--- config.mk ---
export PLATFORM = sky130hd
export DESIGN_NAME = idle_powerdown_controller
export DESIGN_NICKNAME = d
export VERILOG_FILES = /design/src/pwr_pkg.sv /design/src/idle_powerdown_controller.sv
export SDC_FILE = /design/constraint.sdc
export NUM_CORES = 1
export LEC_CHECK = 0
export BUFFER_PORTS_ARGS = -buffer_cell sky130_fd_sc_hd__clkbuf_2
export CAP_MARGIN = 20
export CORE_UTILIZATION = 46
export DETAILED_ROUTE_END_ITERATION = 8
export PLACE_DENSITY = 0.82
export SKIP_CTS_REPAIR_TIMING = 1
export SYNTH_ARGS = -nofsm -noshare
export SYNTH_HDL_FRONTEND = slang
export SYNTH_SLANG_ARGS = --single-unit
--- constraint.sdc ---
create_clock -name aclk -period 1.6 [get_ports aclk]
set_input_delay 0.48 -clock aclk [delete_from_list [all_inputs] [get_ports aclk]]
set_output_delay 0.48 -clock aclk [all_outputs]
set_load 0.005 [all_outputs]
--- src/pwr_pkg.sv ---
// Purpose: Shared constants and types for the idle/power-down controller
// Assumes: AXI4-Lite register access, 50 MHz clock
// Notes: Register offset 0x87 is not word aligned, so it is kept as an index
package pwr_pkg;

   // ****************************************
   // Register map
   // ****************************************
   localparam logic [7:0] POWER_CONTROL_INDEX = 8'h87;
   localparam logic [7:0] WAKE_ENABLE_INDEX = 8'h88;
   localparam logic [7:0] STATUS_INDEX = 8'h89;
   localparam logic [11:0] POWER_CONTROL_ADDR = {2'h0, POWER_CONTROL_INDEX, 2'h0};
   localparam logic [11:0] WAKE_ENABLE_ADDR = {2'h0, WAKE_ENABLE_INDEX, 2'h0};
   localparam logic [11:0] STATUS_ADDR = {2'h0, STATUS_INDEX, 2'h0};
   localparam logic [7:0] POWER_CONTROL_RESET = 8'h10;

   // ****************************************
   // Power control bit positions
   // ****************************************
   localparam int IDLE_REQUEST_BIT = 0;
   localparam int POWERDOWN_REQUEST_BIT = 1;
   localparam int GENERAL_FLAG_ZERO = 2;
   localparam int GENERAL_FLAG_ONE = 3;
   localparam int POWER_OFF_FLAG = 4;
   localparam int RESERVED_BIT = 5;
   localparam int FRAMING_VIEW_SELECT = 6;
   localparam int DOUBLE_BAUD_SELECT = 7;
   localparam logic [7:0] SOFTWARE_MASK = 8'hDF;

   // ****************************************
   // Wake enable bit positions
   // ****************************************
   localparam int WAKE_EXT0 = 0;
   localparam int WAKE_EXT1 = 1;
   localparam int WAKE_KEYBOARD = 2;
   localparam int WAKE_USB = 3;

   // ****************************************
   // Timing
   // ****************************************
   localparam int CLOCK_HZ = 50_000_000;
   localparam int MACHINE_CYCLE_OSC = 12;
   localparam int RESET_HOLD_OSC = 24;
   localparam int KEYBOARD_WAKE_CLOCKS = 1024;

   localparam logic [1:0] RESP_OKAY = 2'h0;
   localparam logic [1:0] RESP_SLVERR = 2'h2;

   typedef enum logic [1:0] {
      MODE_RUN,
      MODE_IDLE,
      MODE_POWERDOWN,
      MODE_WAKE
   } mode_t;

   // Pin strobes and port steering
   typedef struct packed {
      logic address_latch_strobe;
      logic program_store_strobe;
      logic port0_float;
      logic port2_address;
      logic hold_ports;
   } pin_ctrl_t;

   // Clock enables for the two gated domains and the oscillator
   typedef struct packed {
      logic cpu_clock_enable;
      logic periph_clock_enable;
      logic oscillator_enable;
   } clock_ctrl_t;

endpackage

--- src/idle_powerdown_controller.sv ---
// Purpose: Idle and power-down sequencing with power control register
// Assumes: CPU core retires the instruction flagged by cpu_instr_done; wake
//          pins are asynchronous and synchronised here
// Notes: CPU state and RAM retention rely on the CPU clock enable staying low
//
// Chosen here: register access over AXI4-Lite.
`timescale 1ns/1ps
module idle_powerdown_controller #(
   parameter int KEYBOARD_WAKE_COUNT = pwr_pkg::KEYBOARD_WAKE_CLOCKS,
   parameter int RESET_HOLD_CYCLES = pwr_pkg::RESET_HOLD_OSC
) (
   // Clock and reset
   input wire logic aclk,
   input wire logic aresetn,
   // AXI4-Lite write address
   input wire logic [11:0] s_axi_awaddr,
   input wire logic s_axi_awvalid,
   output logic s_axi_awready,
   // AXI4-Lite write data
   input wire logic [31:0] s_axi_wdata,
   input wire logic [3:0] s_axi_wstrb,
   input wire logic s_axi_wvalid,
   output logic s_axi_wready,
   // AXI4-Lite write response
   output logic [1:0] s_axi_bresp,
   output logic s_axi_bvalid,
   input wire logic s_axi_bready,
   // AXI4-Lite read address
   input wire logic [11:0] s_axi_araddr,
   input wire logic s_axi_arvalid,
   output logic s_axi_arready,
   // AXI4-Lite read data
   output logic [31:0] s_axi_rdata,
   output logic [1:0] s_axi_rresp,
   output logic s_axi_rvalid,
   input wire logic s_axi_rready,
   // CPU core side
   input wire logic cpu_instr_done,
   input wire logic cpu_irq_vector,
   input wire logic cpu_external_program,
   // Interrupt sources (enabled and pending, from interrupt logic)
   input wire logic any_enabled_irq,
   input wire logic keyboard_irq,
   input wire logic usb_irq,
   // Asynchronous wake pins, active low
   input wire logic ext_int0_n,
   input wire logic external_interrupt_one_n,
   // Raw reset pin and supply-rise indication, asynchronous
   input wire logic reset_pin,
   input wire logic supply_rise,
   // Gated enables and pin control
   output pwr_pkg::clock_ctrl_t clock_ctrl,
   output pwr_pkg::pin_ctrl_t pin_ctrl,
   output logic cpu_reset,
   output logic ext1_first,
   // Serial port controls
   output logic double_baud_select,
   output logic framing_view_select
);

   // ****************************************
   // Input synchronisers
   // ****************************************
   localparam int SYNC_EXT0 = 0;
   localparam int SYNC_EXT1 = 1;
   localparam int SYNC_RESET = 2;
   localparam int SYNC_SUPPLY = 3;
   localparam int SYNC_WIDTH = 4;
   // Two flops on every asynchronous pin before any logic reads it
   logic [SYNC_WIDTH-1:0] sync_a;
   logic [SYNC_WIDTH-1:0] sync_b;
   always_ff @(posedge aclk) begin
      sync_a <= {supply_rise, reset_pin, external_interrupt_one_n, ext_int0_n};
      sync_b <= sync_a;
   end
   wire ext0_low = ~sync_b[SYNC_EXT0];
   wire ext1_low = ~sync_b[SYNC_EXT1];
   wire reset_level = sync_b[SYNC_RESET];
   wire supply_level = sync_b[SYNC_SUPPLY];

   // ****************************************
   // Reset filter
   // ****************************************
   logic [15:0] reset_count;
   logic hw_reset;
   wire [15:0] reset_hold = 16'(RESET_HOLD_CYCLES);
   always_ff @(posedge aclk) begin
      if (!aresetn || !reset_level) begin
         reset_count <= 16'h0000;
      end else if (reset_count != reset_hold) begin
         reset_count <= reset_count + 16'h0001;
      end
   end
   // Pin reset acts only once it has stood high for the full hold time
   assign hw_reset = (reset_count == reset_hold);

   // ****************************************
   // Register address decode
   // ****************************************
   localparam int SEL_POWER_CONTROL = 0;
   localparam int SEL_WAKE_ENABLE = 1;
   localparam int SEL_STATUS = 2;
   localparam int SEL_WIDTH = 3;
   // One-hot register select, shared by the write and read paths
   function automatic logic [SEL_WIDTH-1:0] reg_select(input logic [11:0] addr);
      reg_select = '0;
      reg_select[SEL_POWER_CONTROL] = (addr == pwr_pkg::POWER_CONTROL_ADDR);
      reg_select[SEL_WAKE_ENABLE] = (addr == pwr_pkg::WAKE_ENABLE_ADDR);
      reg_select[SEL_STATUS] = (addr == pwr_pkg::STATUS_ADDR);
   endfunction

   // ****************************************
   // Power control register
   // ****************************************
   logic [7:0] power_control;
   logic [7:0] next_power_control;
   logic [3:0] wake_enable;
   pwr_pkg::mode_t mode;
   pwr_pkg::mode_t next_mode;
   logic [15:0] wake_count;
   logic supply_seen;

   logic aw_held;
   logic w_held;
   logic [11:0] aw_addr;
   logic [31:0] w_data;
   logic [3:0] w_strb;
   wire do_write = aw_held && w_held && !s_axi_bvalid;
   wire [SEL_WIDTH-1:0] wr_sel = reg_select(aw_addr);
   wire [SEL_WIDTH-1:0] rd_sel = reg_select(s_axi_araddr);
   wire wr_pc = do_write && wr_sel[SEL_POWER_CONTROL] && w_strb[0];
   wire wr_we = do_write && wr_sel[SEL_WAKE_ENABLE] && w_strb[0];
   wire wr_hit = |wr_sel;

   wire supply_event = supply_level && !supply_seen;
   wire clear_req = cpu_irq_vector || hw_reset;
   wire [7:0] wr_byte = w_data[7:0] & pwr_pkg::SOFTWARE_MASK;

   // Write wins over the hardware clear; a supply rise wins over the write
   always_comb begin
      next_power_control = power_control;
      if (wr_pc) begin
         next_power_control = wr_byte;
      end else if (clear_req) begin
         next_power_control[pwr_pkg::IDLE_REQUEST_BIT] = 1'b0;
         next_power_control[pwr_pkg::POWERDOWN_REQUEST_BIT] = 1'b0;
      end
      if (supply_event) begin
         next_power_control[pwr_pkg::POWER_OFF_FLAG] = 1'b1;
      end
   end

   always_ff @(posedge aclk) begin
      if (!aresetn || hw_reset) begin
         // Reset exit reinitialises register contents
         power_control <= pwr_pkg::POWER_CONTROL_RESET;
         supply_seen <= 1'b0;
      end else begin
         power_control <= next_power_control;
         supply_seen <= supply_level;
      end
   end

   always_ff @(posedge aclk) begin
      if (!aresetn) begin
         wake_enable <= 4'h0;
      end else if (wr_we) begin
         wake_enable <= w_data[3:0];
      end
   end

   // ****************************************
   // Mode sequencer
   // ****************************************
   wire idle_req = power_control[pwr_pkg::IDLE_REQUEST_BIT];
   wire pd_req = power_control[pwr_pkg::POWERDOWN_REQUEST_BIT];
   wire ext0_wake = wake_enable[pwr_pkg::WAKE_EXT0] && ext0_low;
   wire ext1_wake = wake_enable[pwr_pkg::WAKE_EXT1] && ext1_low;
   wire kb_wake = wake_enable[pwr_pkg::WAKE_KEYBOARD] && keyboard_irq;
   wire usb_wake = wake_enable[pwr_pkg::WAKE_USB] && usb_irq;
   logic ext_pending;
   logic kb_pending;
   logic ext1_seen;
   logic ext0_went_low;
   logic ext1_went_low;
   localparam logic [15:0] WAKE_COUNT_MAX = 16'hFFFF;
   wire any_wake = ext0_wake || ext1_wake || kb_wake || usb_wake;
   wire ext_release = ext_pending && !ext0_low && !ext1_low;
   // Whichever low pin is released first completes the exit
   wire first_release = ext_pending && ((ext0_went_low && !ext0_low)
      || (ext1_went_low && !ext1_low));
   // Counter is zero on the first wait cycle, so the wait lasts exactly the count
   wire [15:0] kb_last = 16'(KEYBOARD_WAKE_COUNT - 1);

   always_comb begin
      next_mode = mode;
      unique case (mode)
         pwr_pkg::MODE_RUN: begin
            // Request takes effect only after the writing instruction retires
            if (cpu_instr_done && pd_req) begin
               next_mode = pwr_pkg::MODE_POWERDOWN;
            end else if (cpu_instr_done && idle_req) begin
               next_mode = pwr_pkg::MODE_IDLE;
            end
         end
         pwr_pkg::MODE_IDLE: begin
            if (any_enabled_irq || !idle_req) begin
               next_mode = pwr_pkg::MODE_RUN;
            end
         end
         pwr_pkg::MODE_POWERDOWN: begin
            if (any_wake) begin
               next_mode = pwr_pkg::MODE_WAKE;
            end
         end
         pwr_pkg::MODE_WAKE: begin
            if (kb_pending && wake_count >= kb_last) begin
               next_mode = pwr_pkg::MODE_RUN;
            end else if (ext_pending && first_release) begin
               next_mode = pwr_pkg::MODE_RUN;
            end else if (!kb_pending && !ext_pending) begin
               next_mode = pwr_pkg::MODE_RUN;
            end
         end
      endcase
   end

   always_ff @(posedge aclk) begin
      if (!aresetn || hw_reset) begin
         mode <= pwr_pkg::MODE_RUN;
      end else begin
         mode <= next_mode;
      end
   end

   // Wait counter restarts on every power-down cycle and saturates
   always_ff @(posedge aclk) begin
      if (!aresetn || hw_reset || mode == pwr_pkg::MODE_POWERDOWN) begin
         wake_count <= 16'h0000;
      end else if (mode == pwr_pkg::MODE_WAKE && wake_count != WAKE_COUNT_MAX) begin
         wake_count <= wake_count + 16'h0001;
      end
   end

   // Wake sources captured in power-down; a pin that goes low later joins in the wait
   always_ff @(posedge aclk) begin
      if (!aresetn || hw_reset) begin
         ext_pending <= 1'b0;
         kb_pending <= 1'b0;
         ext1_seen <= 1'b0;
         ext0_went_low <= 1'b0;
         ext1_went_low <= 1'b0;
      end else if (mode == pwr_pkg::MODE_POWERDOWN) begin
         ext_pending <= ext0_wake || ext1_wake;
         kb_pending <= kb_wake && !(ext0_wake || ext1_wake);
         ext1_seen <= ext1_wake && !ext0_wake;
         ext0_went_low <= ext0_wake;
         ext1_went_low <= ext1_wake;
      end else if (mode == pwr_pkg::MODE_WAKE) begin
         ext0_went_low <= ext0_went_low || ext0_wake;
         ext1_went_low <= ext1_went_low || ext1_wake;
      end
   end
   assign ext1_first = ext1_seen;
   wire unused_release = ext_release;

   // ****************************************
   // Clock enables and pins
   // ****************************************
   wire in_idle = (mode == pwr_pkg::MODE_IDLE);
   wire in_pd = (mode == pwr_pkg::MODE_POWERDOWN);
   wire in_wake = (mode == pwr_pkg::MODE_WAKE);
   // CPU stalls in every low-power state so its registers and PC hold
   assign clock_ctrl.cpu_clock_enable = !(in_idle || in_pd || in_wake);
   assign clock_ctrl.periph_clock_enable = !in_pd;
   // Oscillator restarts once a wake source is seen
   assign clock_ctrl.oscillator_enable = !in_pd;
   assign pin_ctrl.address_latch_strobe = !(in_pd || in_wake);
   assign pin_ctrl.program_store_strobe = !(in_pd || in_wake);
   assign pin_ctrl.hold_ports = in_idle || in_pd || in_wake;
   // Port 0 floats whenever the external program bus is parked
   assign pin_ctrl.port0_float = (in_idle || in_pd || in_wake) && cpu_external_program;
   assign pin_ctrl.port2_address = in_idle && cpu_external_program;
   assign cpu_reset = hw_reset;
   assign double_baud_select = power_control[pwr_pkg::DOUBLE_BAUD_SELECT];
   assign framing_view_select = power_control[pwr_pkg::FRAMING_VIEW_SELECT];

   // ****************************************
   // AXI4-Lite slave
   // ****************************************
   // Address and data are taken independently; the answer follows both
   assign s_axi_awready = !aw_held;
   assign s_axi_wready = !w_held;
   always_ff @(posedge aclk) begin
      if (!aresetn) begin
         aw_held <= 1'b0;
         w_held <= 1'b0;
         aw_addr <= 12'h000;
         w_data <= 32'h0000_0000;
         w_strb <= 4'h0;
         s_axi_bvalid <= 1'b0;
         s_axi_bresp <= pwr_pkg::RESP_OKAY;
      end else begin
         if (s_axi_awvalid && !aw_held) begin
            aw_held <= 1'b1;
            aw_addr <= s_axi_awaddr;
         end
         if (s_axi_wvalid && !w_held) begin
            w_held <= 1'b1;
            w_data <= s_axi_wdata;
            w_strb <= s_axi_wstrb;
         end
         if (do_write) begin
            aw_held <= 1'b0;
            w_held <= 1'b0;
            s_axi_bvalid <= 1'b1;
            s_axi_bresp <= wr_hit ? pwr_pkg::RESP_OKAY : pwr_pkg::RESP_SLVERR;
         end else if (s_axi_bvalid && s_axi_bready) begin
            s_axi_bvalid <= 1'b0;
         end
      end
   end

   // Status: mode in the low bits, then keyboard wait, then both pins released
   wire [1:0] status_mode = 2'(mode);
   wire [31:0] status_word = {28'h0000000, unused_release, kb_pending, status_mode};
   assign s_axi_arready = !s_axi_rvalid;
   always_ff @(posedge aclk) begin
      if (!aresetn) begin
         s_axi_rvalid <= 1'b0;
         s_axi_rdata <= 32'h0000_0000;
         s_axi_rresp <= pwr_pkg::RESP_OKAY;
      end else if (s_axi_arvalid && !s_axi_rvalid) begin
         s_axi_rvalid <= 1'b1;
         s_axi_rresp <= pwr_pkg::RESP_OKAY;
         if (rd_sel[SEL_POWER_CONTROL]) begin
            s_axi_rdata <= {24'h000000, power_control};
         end else if (rd_sel[SEL_WAKE_ENABLE]) begin
            s_axi_rdata <= {28'h0000000, wake_enable};
         end else if (rd_sel[SEL_STATUS]) begin
            s_axi_rdata <= status_word;
         end else begin
            s_axi_rdata <= 32'h0000_0000;
            s_axi_rresp <= pwr_pkg::RESP_SLVERR;
         end
      end else if (s_axi_rvalid && s_axi_rready) begin
         s_axi_rvalid <= 1'b0;
      end
   end

endmodule

# Word-level counts from Yosys, hierarchy flattened
# Cells that the tools add are included.
# totals
ff_bits,120
elab_cells,141
# op_classes
add_sub_neg,2
n_lt_le_gt_ge,1
n_eq_ne,16
muxes,25
bitwise,3
reduce_logical,69
# op_table
cell,count
"== test 12 x 10 -> 1 bit, second input constant",6
"adder 16 x 1 -> 16 bit, second input constant",2
logical AND 1 bit,31
two-way mux 2 bit,13
"== test 16 x 5 -> 1 bit, second input constant",1
">= comparator 16 x 10 -> 1 bit, second input constant",1
"!= test 16 bit, second input constant",1
"!= test 16 x 5 -> 1 bit, second input constant",1
zero test 1 bit,15
logical OR 1 bit,14
two-way mux 1 bit,8
two-way mux 4 bit,2
two-way mux 8 bit,1
case mux 2 bit (4 select lines),1
nonzero test 2 bit,4
"== test 2 bit, second input constant",2
"!= test 4 x 1 -> 1 bit, second input constant",1
AND reduction 4 bit,1
OR reduction 2 bit,2
"!= test 3 bit, second input constant",1
NOT 1 bit,3
OR reduction 3 bit,1
"== test 2 x 1 -> 1 bit, second input constant",1
zero test 2 bit,1
other kinds (2),2

# Logic depth before layout (Yosys ltp)
# logic_depth
ltp_word,7
ltp_mapped,7

# Worst setup path before layout
# Ideal clock, no wire load.
# synth_timing
path_type,reg-to-reg
start,register reset_count[0]
end,register wake_count[10]
setup_ps,117
arrival_ps,1520
path_slack_ps,-38
path_stages_with_launch,8
n_path_buf,1
synth_period_minus_slack_ps,1638
cell_sequence,dfxtp_1 inv_1 ha_1 nor4b_1 nand4_1 nand3_1 buf_2 nor2_1
# synth_between
elab_chain_len,3
# synth_lines
item,line,text
"start, declared",idle_powerdown_controller.sv:84,logic [15:0] reset_count;
"start signal, assigned",idle_powerdown_controller.sv:91,reset_count <= reset_count + 16'h0001;
== test 16 x 5 -> 1 bit,idle_powerdown_controller.sv:95,assign hw_reset = (reset_count == reset_hold);
logical OR 1 bit (2 in a row),idle_powerdown_controller.sv:238,if (!aresetn || hw_reset || mode == pwr_pkg::MODE_POWERDOWN) begin
"end signal, assigned",idle_powerdown_controller.sv:241,wake_count <= wake_count + 16'h0001;
"end, declared",idle_powerdown_controller.sv:120,logic [15:0] wake_count;
# No other way between the ends.
# A chain may end at the register's enable or synchronous reset.

# Final worst setup path
# layout_timing
start,register reset_count[0]
end,output port cpu_reset
# layout_between
elab_chain_len,1
# layout_lines
item,line,text
== test 16 x 5 -> 1 bit,idle_powerdown_controller.sv:95,
"end, declared",idle_powerdown_controller.sv:54,"output logic cpu_reset,"
# No other way between the ends.

==> summary.md <==
| Metric | Value |
|---|---|
| Status | `finished with violations` |
| Violated checks | `setup timing` |
| DIE WIDTH | `97.5 um` |
| Top post-synthesis cells by area | `dfxtp_1, mux2i_1, buf_4` |
| Number of buffers created by CTS | `9` |
| Grt total ovfl | `0` |
| Most frequent cell after synthesis | `dfxtp_1` |
| Via Count | `~3.7k` |
| Fmax | `between 500 and 600 MHz` |
| Cell Rows | `34` |
| DRC violations left | `0` |
| Synth area leader | `dfxtp_1` |
| Tmin final | `1920 ps` |
| Startpoint Class | `flop` |
| Share of cells above drive strength 1 | `~33%` |
| Final hold vios | `0` |
| DR vias/cell | `about 5.3` |
| Initial Utilization | `about 48%` |
| Initial drt markers | `120` |
| Worst hold path class | `input pin to flop` |
| CTS HTree Levels | `3` |
| Final setup viols | `15` |
| Worst Slack Setup Final | `-318 ps` |
| Root Buffer Master | `clkbuf_8` |
| Gr usage total | `between 10% and 20%` |
| Sequential cell area fraction in the yosys report | `between 40% and 50%` |
| Post-Syn Area | `0.00419 mm2` |
| Clock sinks | `between 90 and 100` |
| Later-pin clock latency in the skew report | `between 300 and 400 ps` |
| Buf/Inv on CP | `3` |
| Pwr Total | `slightly below 0.005 W` |
| Clk buf depth | `2` |
| P&R area growth vs syn | `29.8%` |
| # IOs | `130` |
| Routed Wire Length | `9.96 mm` |
| Cells on Worst Hold Path | `1` |
| Final Skew | `around 14 ps` |
| Antenna Cells | `0` |
| Port Buf Inserts | `74` |
| GPL Wtd Cong | `~0.8` |
| Vias in the first global route | `between 3k and 4k` |
| Avg Cell Area, Syn | `between 8 and 9 um2` |
| HP Start | `reset_pin` |
| Worst endpoint required time | `roughly 1100 ps` |
| Static leakage | `roughly 2.3 nW` |
| Hold endpoint | `sync_a[2]` |
| Worst reg2reg path depth | `9` |
| Worst flop-to-flop path endpoint | `power_control[4]` |
| Top cells by count, synth | `dfxtp_1, nor2_1, nand2_1, buf_4, nor2b_1` |
| Worst Path Arrival | `~1400 ps` |
| RR Startpoint | `reset_count[0]` |
| Top-area cell type share of the netlist area | `about 44%` |
| Cell mode on critical path | `inv_1` |
| Power Density | `approximately 890 mW/mm2` |
| Slowest stage cell, crit path | `dfxtp_1` |
| Routed Antenna Nets | `0` |
| CP max stage delay | `about 330 ps` |
| Yosys warns | `0` |
| Pin count of the biggest net entering global routing | `30` |
| Critical path class | `flop to primary output` |
| Clk pin slew, worst setup/hold paths | `~80 ps` |
| Fillers | `around 700` |
| CTS tree | `yes` |
| CORE AREA | `between 0.008 and 0.009 mm2` |
| Routed len/inst | `approximately 14 um` |
| Most used DFF post-synth | `dfxtp_1` |
| Max Slew Vio Count | `0` |
| DP HPWL | `between 6 and 7 mm` |
| Cell Chain, Critical Path | `inv_1, ha_4, nor4b_4, nand4_1, inv_1, clkbuf_2` |
| Dpl ws | `-262 ps` |
| RSZ-0062 raised after global routing | `true` |
| Peak VDD IR | `0.000644 V` |
| Cell count after synthesis | `roughly 470` |
| Final Util | `between 60% and 70%` |
| Die footprint | `0.00950 mm2` |
| Critical Path End Type | `primary output` |
| Yosys cell types | `50` |
| Final period util | `120%` |
| Die H | `about 97 um` |
| Number of synthesized register bits | `92` |
| Ys async rst share | `0%` |
| Initial antenna violation count | `0` |
| Crit-path leading delay family | `simple AND/OR/NAND/NOR gates` |
| Register-to-register setup slack | `-50 ps` |
| First-pass GRT wire length | `14.9 mm` |
| Max-cap viol count | `0` |
| Final #Nets | `671` |
| Final setup TNS | `-1200 ps` |
| Post-synth EDFFs | `0` |
| Critical Path Fanout Max | `2` |
| Detailed Routing Iterations Pass 1 | `4` |
where the power goes:
| part | internal (W) | leakage (nW) | total, W | switching, W |
|---|---|---|---|---|
| sequential | 0.00236 | 0.756 | 0.00241 | 0.0000490 |
| combinational | 0.000323 | 1.41 | 0.000612 | 0.000289 |
| clock | 0.00104 | 0.123 | 0.00184 | 0.000807 |
kinds of logic (layout without fill, tap and decap cells):
group | Yosys count | count (layout) | synth area share [%]
multiplexers | 25 | 25 | 6.03
other | 1 | 27 | 0.0894
XOR/XNOR | 25 | 25 | 5.22
buffers and inverters | 65 | 160 | 8.62
AND/OR/NAND/NOR | 201 | 202 | 25.3
adder cells (fa/ha/maj) | 3 | 3 | 0.895
AO/OA/AOI/OAI | 62 | 62 | 9.90
flip-flops | 92 | 92 | 43.9
metrics by stage:
| stage | area, um2 | hold slack, ps | instances |
|---|---|---|---|
| final | 5440 | 228 | 704 |
| after global routing | 5440 | 205 | 704 |
| after CTS | 5000 | 217 | 683 |
| after detailed placement | 4760 | 317 | 667 |
| after global placement | 4760 | 312 | 667 |
| after floorplan | 4300 | 310 | 500 |
registers in the layout (all words and copies together) (netlist names), 7 cells and up:
signal / cells
reset_count: 16
s_axi_rdata: 7
power_control: 7
w_data: 7
aw_addr: 12
wake_count: 16
routing by layer:
layer,GRT usage (%),vias up,part of all wire (%)
li1,-,1799,-
met1,23.5,1748,42
met2,32.1,143,51
met3,5.61,14,6.1
met4,4.19,0,1.2
met5,0,-,0
area by class of cell:
class | count | area (um2) | area share [%]
multi-input combinational | 344 | 2310 | 42.5
sequential | 92 | 1860 | 34.2
timing repair buffer | 126 | 826 | 15.2
tap | 108 | 135 | 2.48
clock buffer | 9 | 124 | 2.28
clock inverter | 7 | 114 | 2.09
inverter | 18 | 70.1 | 1.29
worst max path at each step:
stage                               from        endpoint  slack, ps  depth (start not counted)
after floorplan           reset_count[0]       cpu_reset        -20                          5
after global placement        aw_addr[8]  wake_enable[0]       -120                          6
after detailed placement      aw_addr[0]  wake_enable[0]       -260                          5
after CTS                 reset_count[1]       cpu_reset       -410                          6
after global routing      reset_count[1]       cpu_reset       -420                          6
final                     reset_count[0]       cpu_reset       -320                          6
placed cells by master, fill, tap and decap left out, drive strengths merged, types with 3 or more instances in the layout:
master,Yosys,final
ha,3,3
nand4,10,10
nor2,51,51
nor3,10,10
a21oi,21,21
clkbuf,12,79
o21a,3,3
nand2,44,44
or3,6,6
nor2b,27,27
buf,35,56
o21ai,7,7
bufinv,0,3
mux2i,23,23
a22oi,7,7
a21boi,13,13
nand2b,4,4
conb,1,27
nand3,14,15
a211oi,3,3
nor3b,3,3
xor2,4,4
xnor2,21,21
nor4,12,12
clkinv,0,3
and2,3,3
nor4b,3,3
or2,3,3
and3,4,4
dfxtp,92,92
inv,18,19
Power figures use the tool's default switching activity.
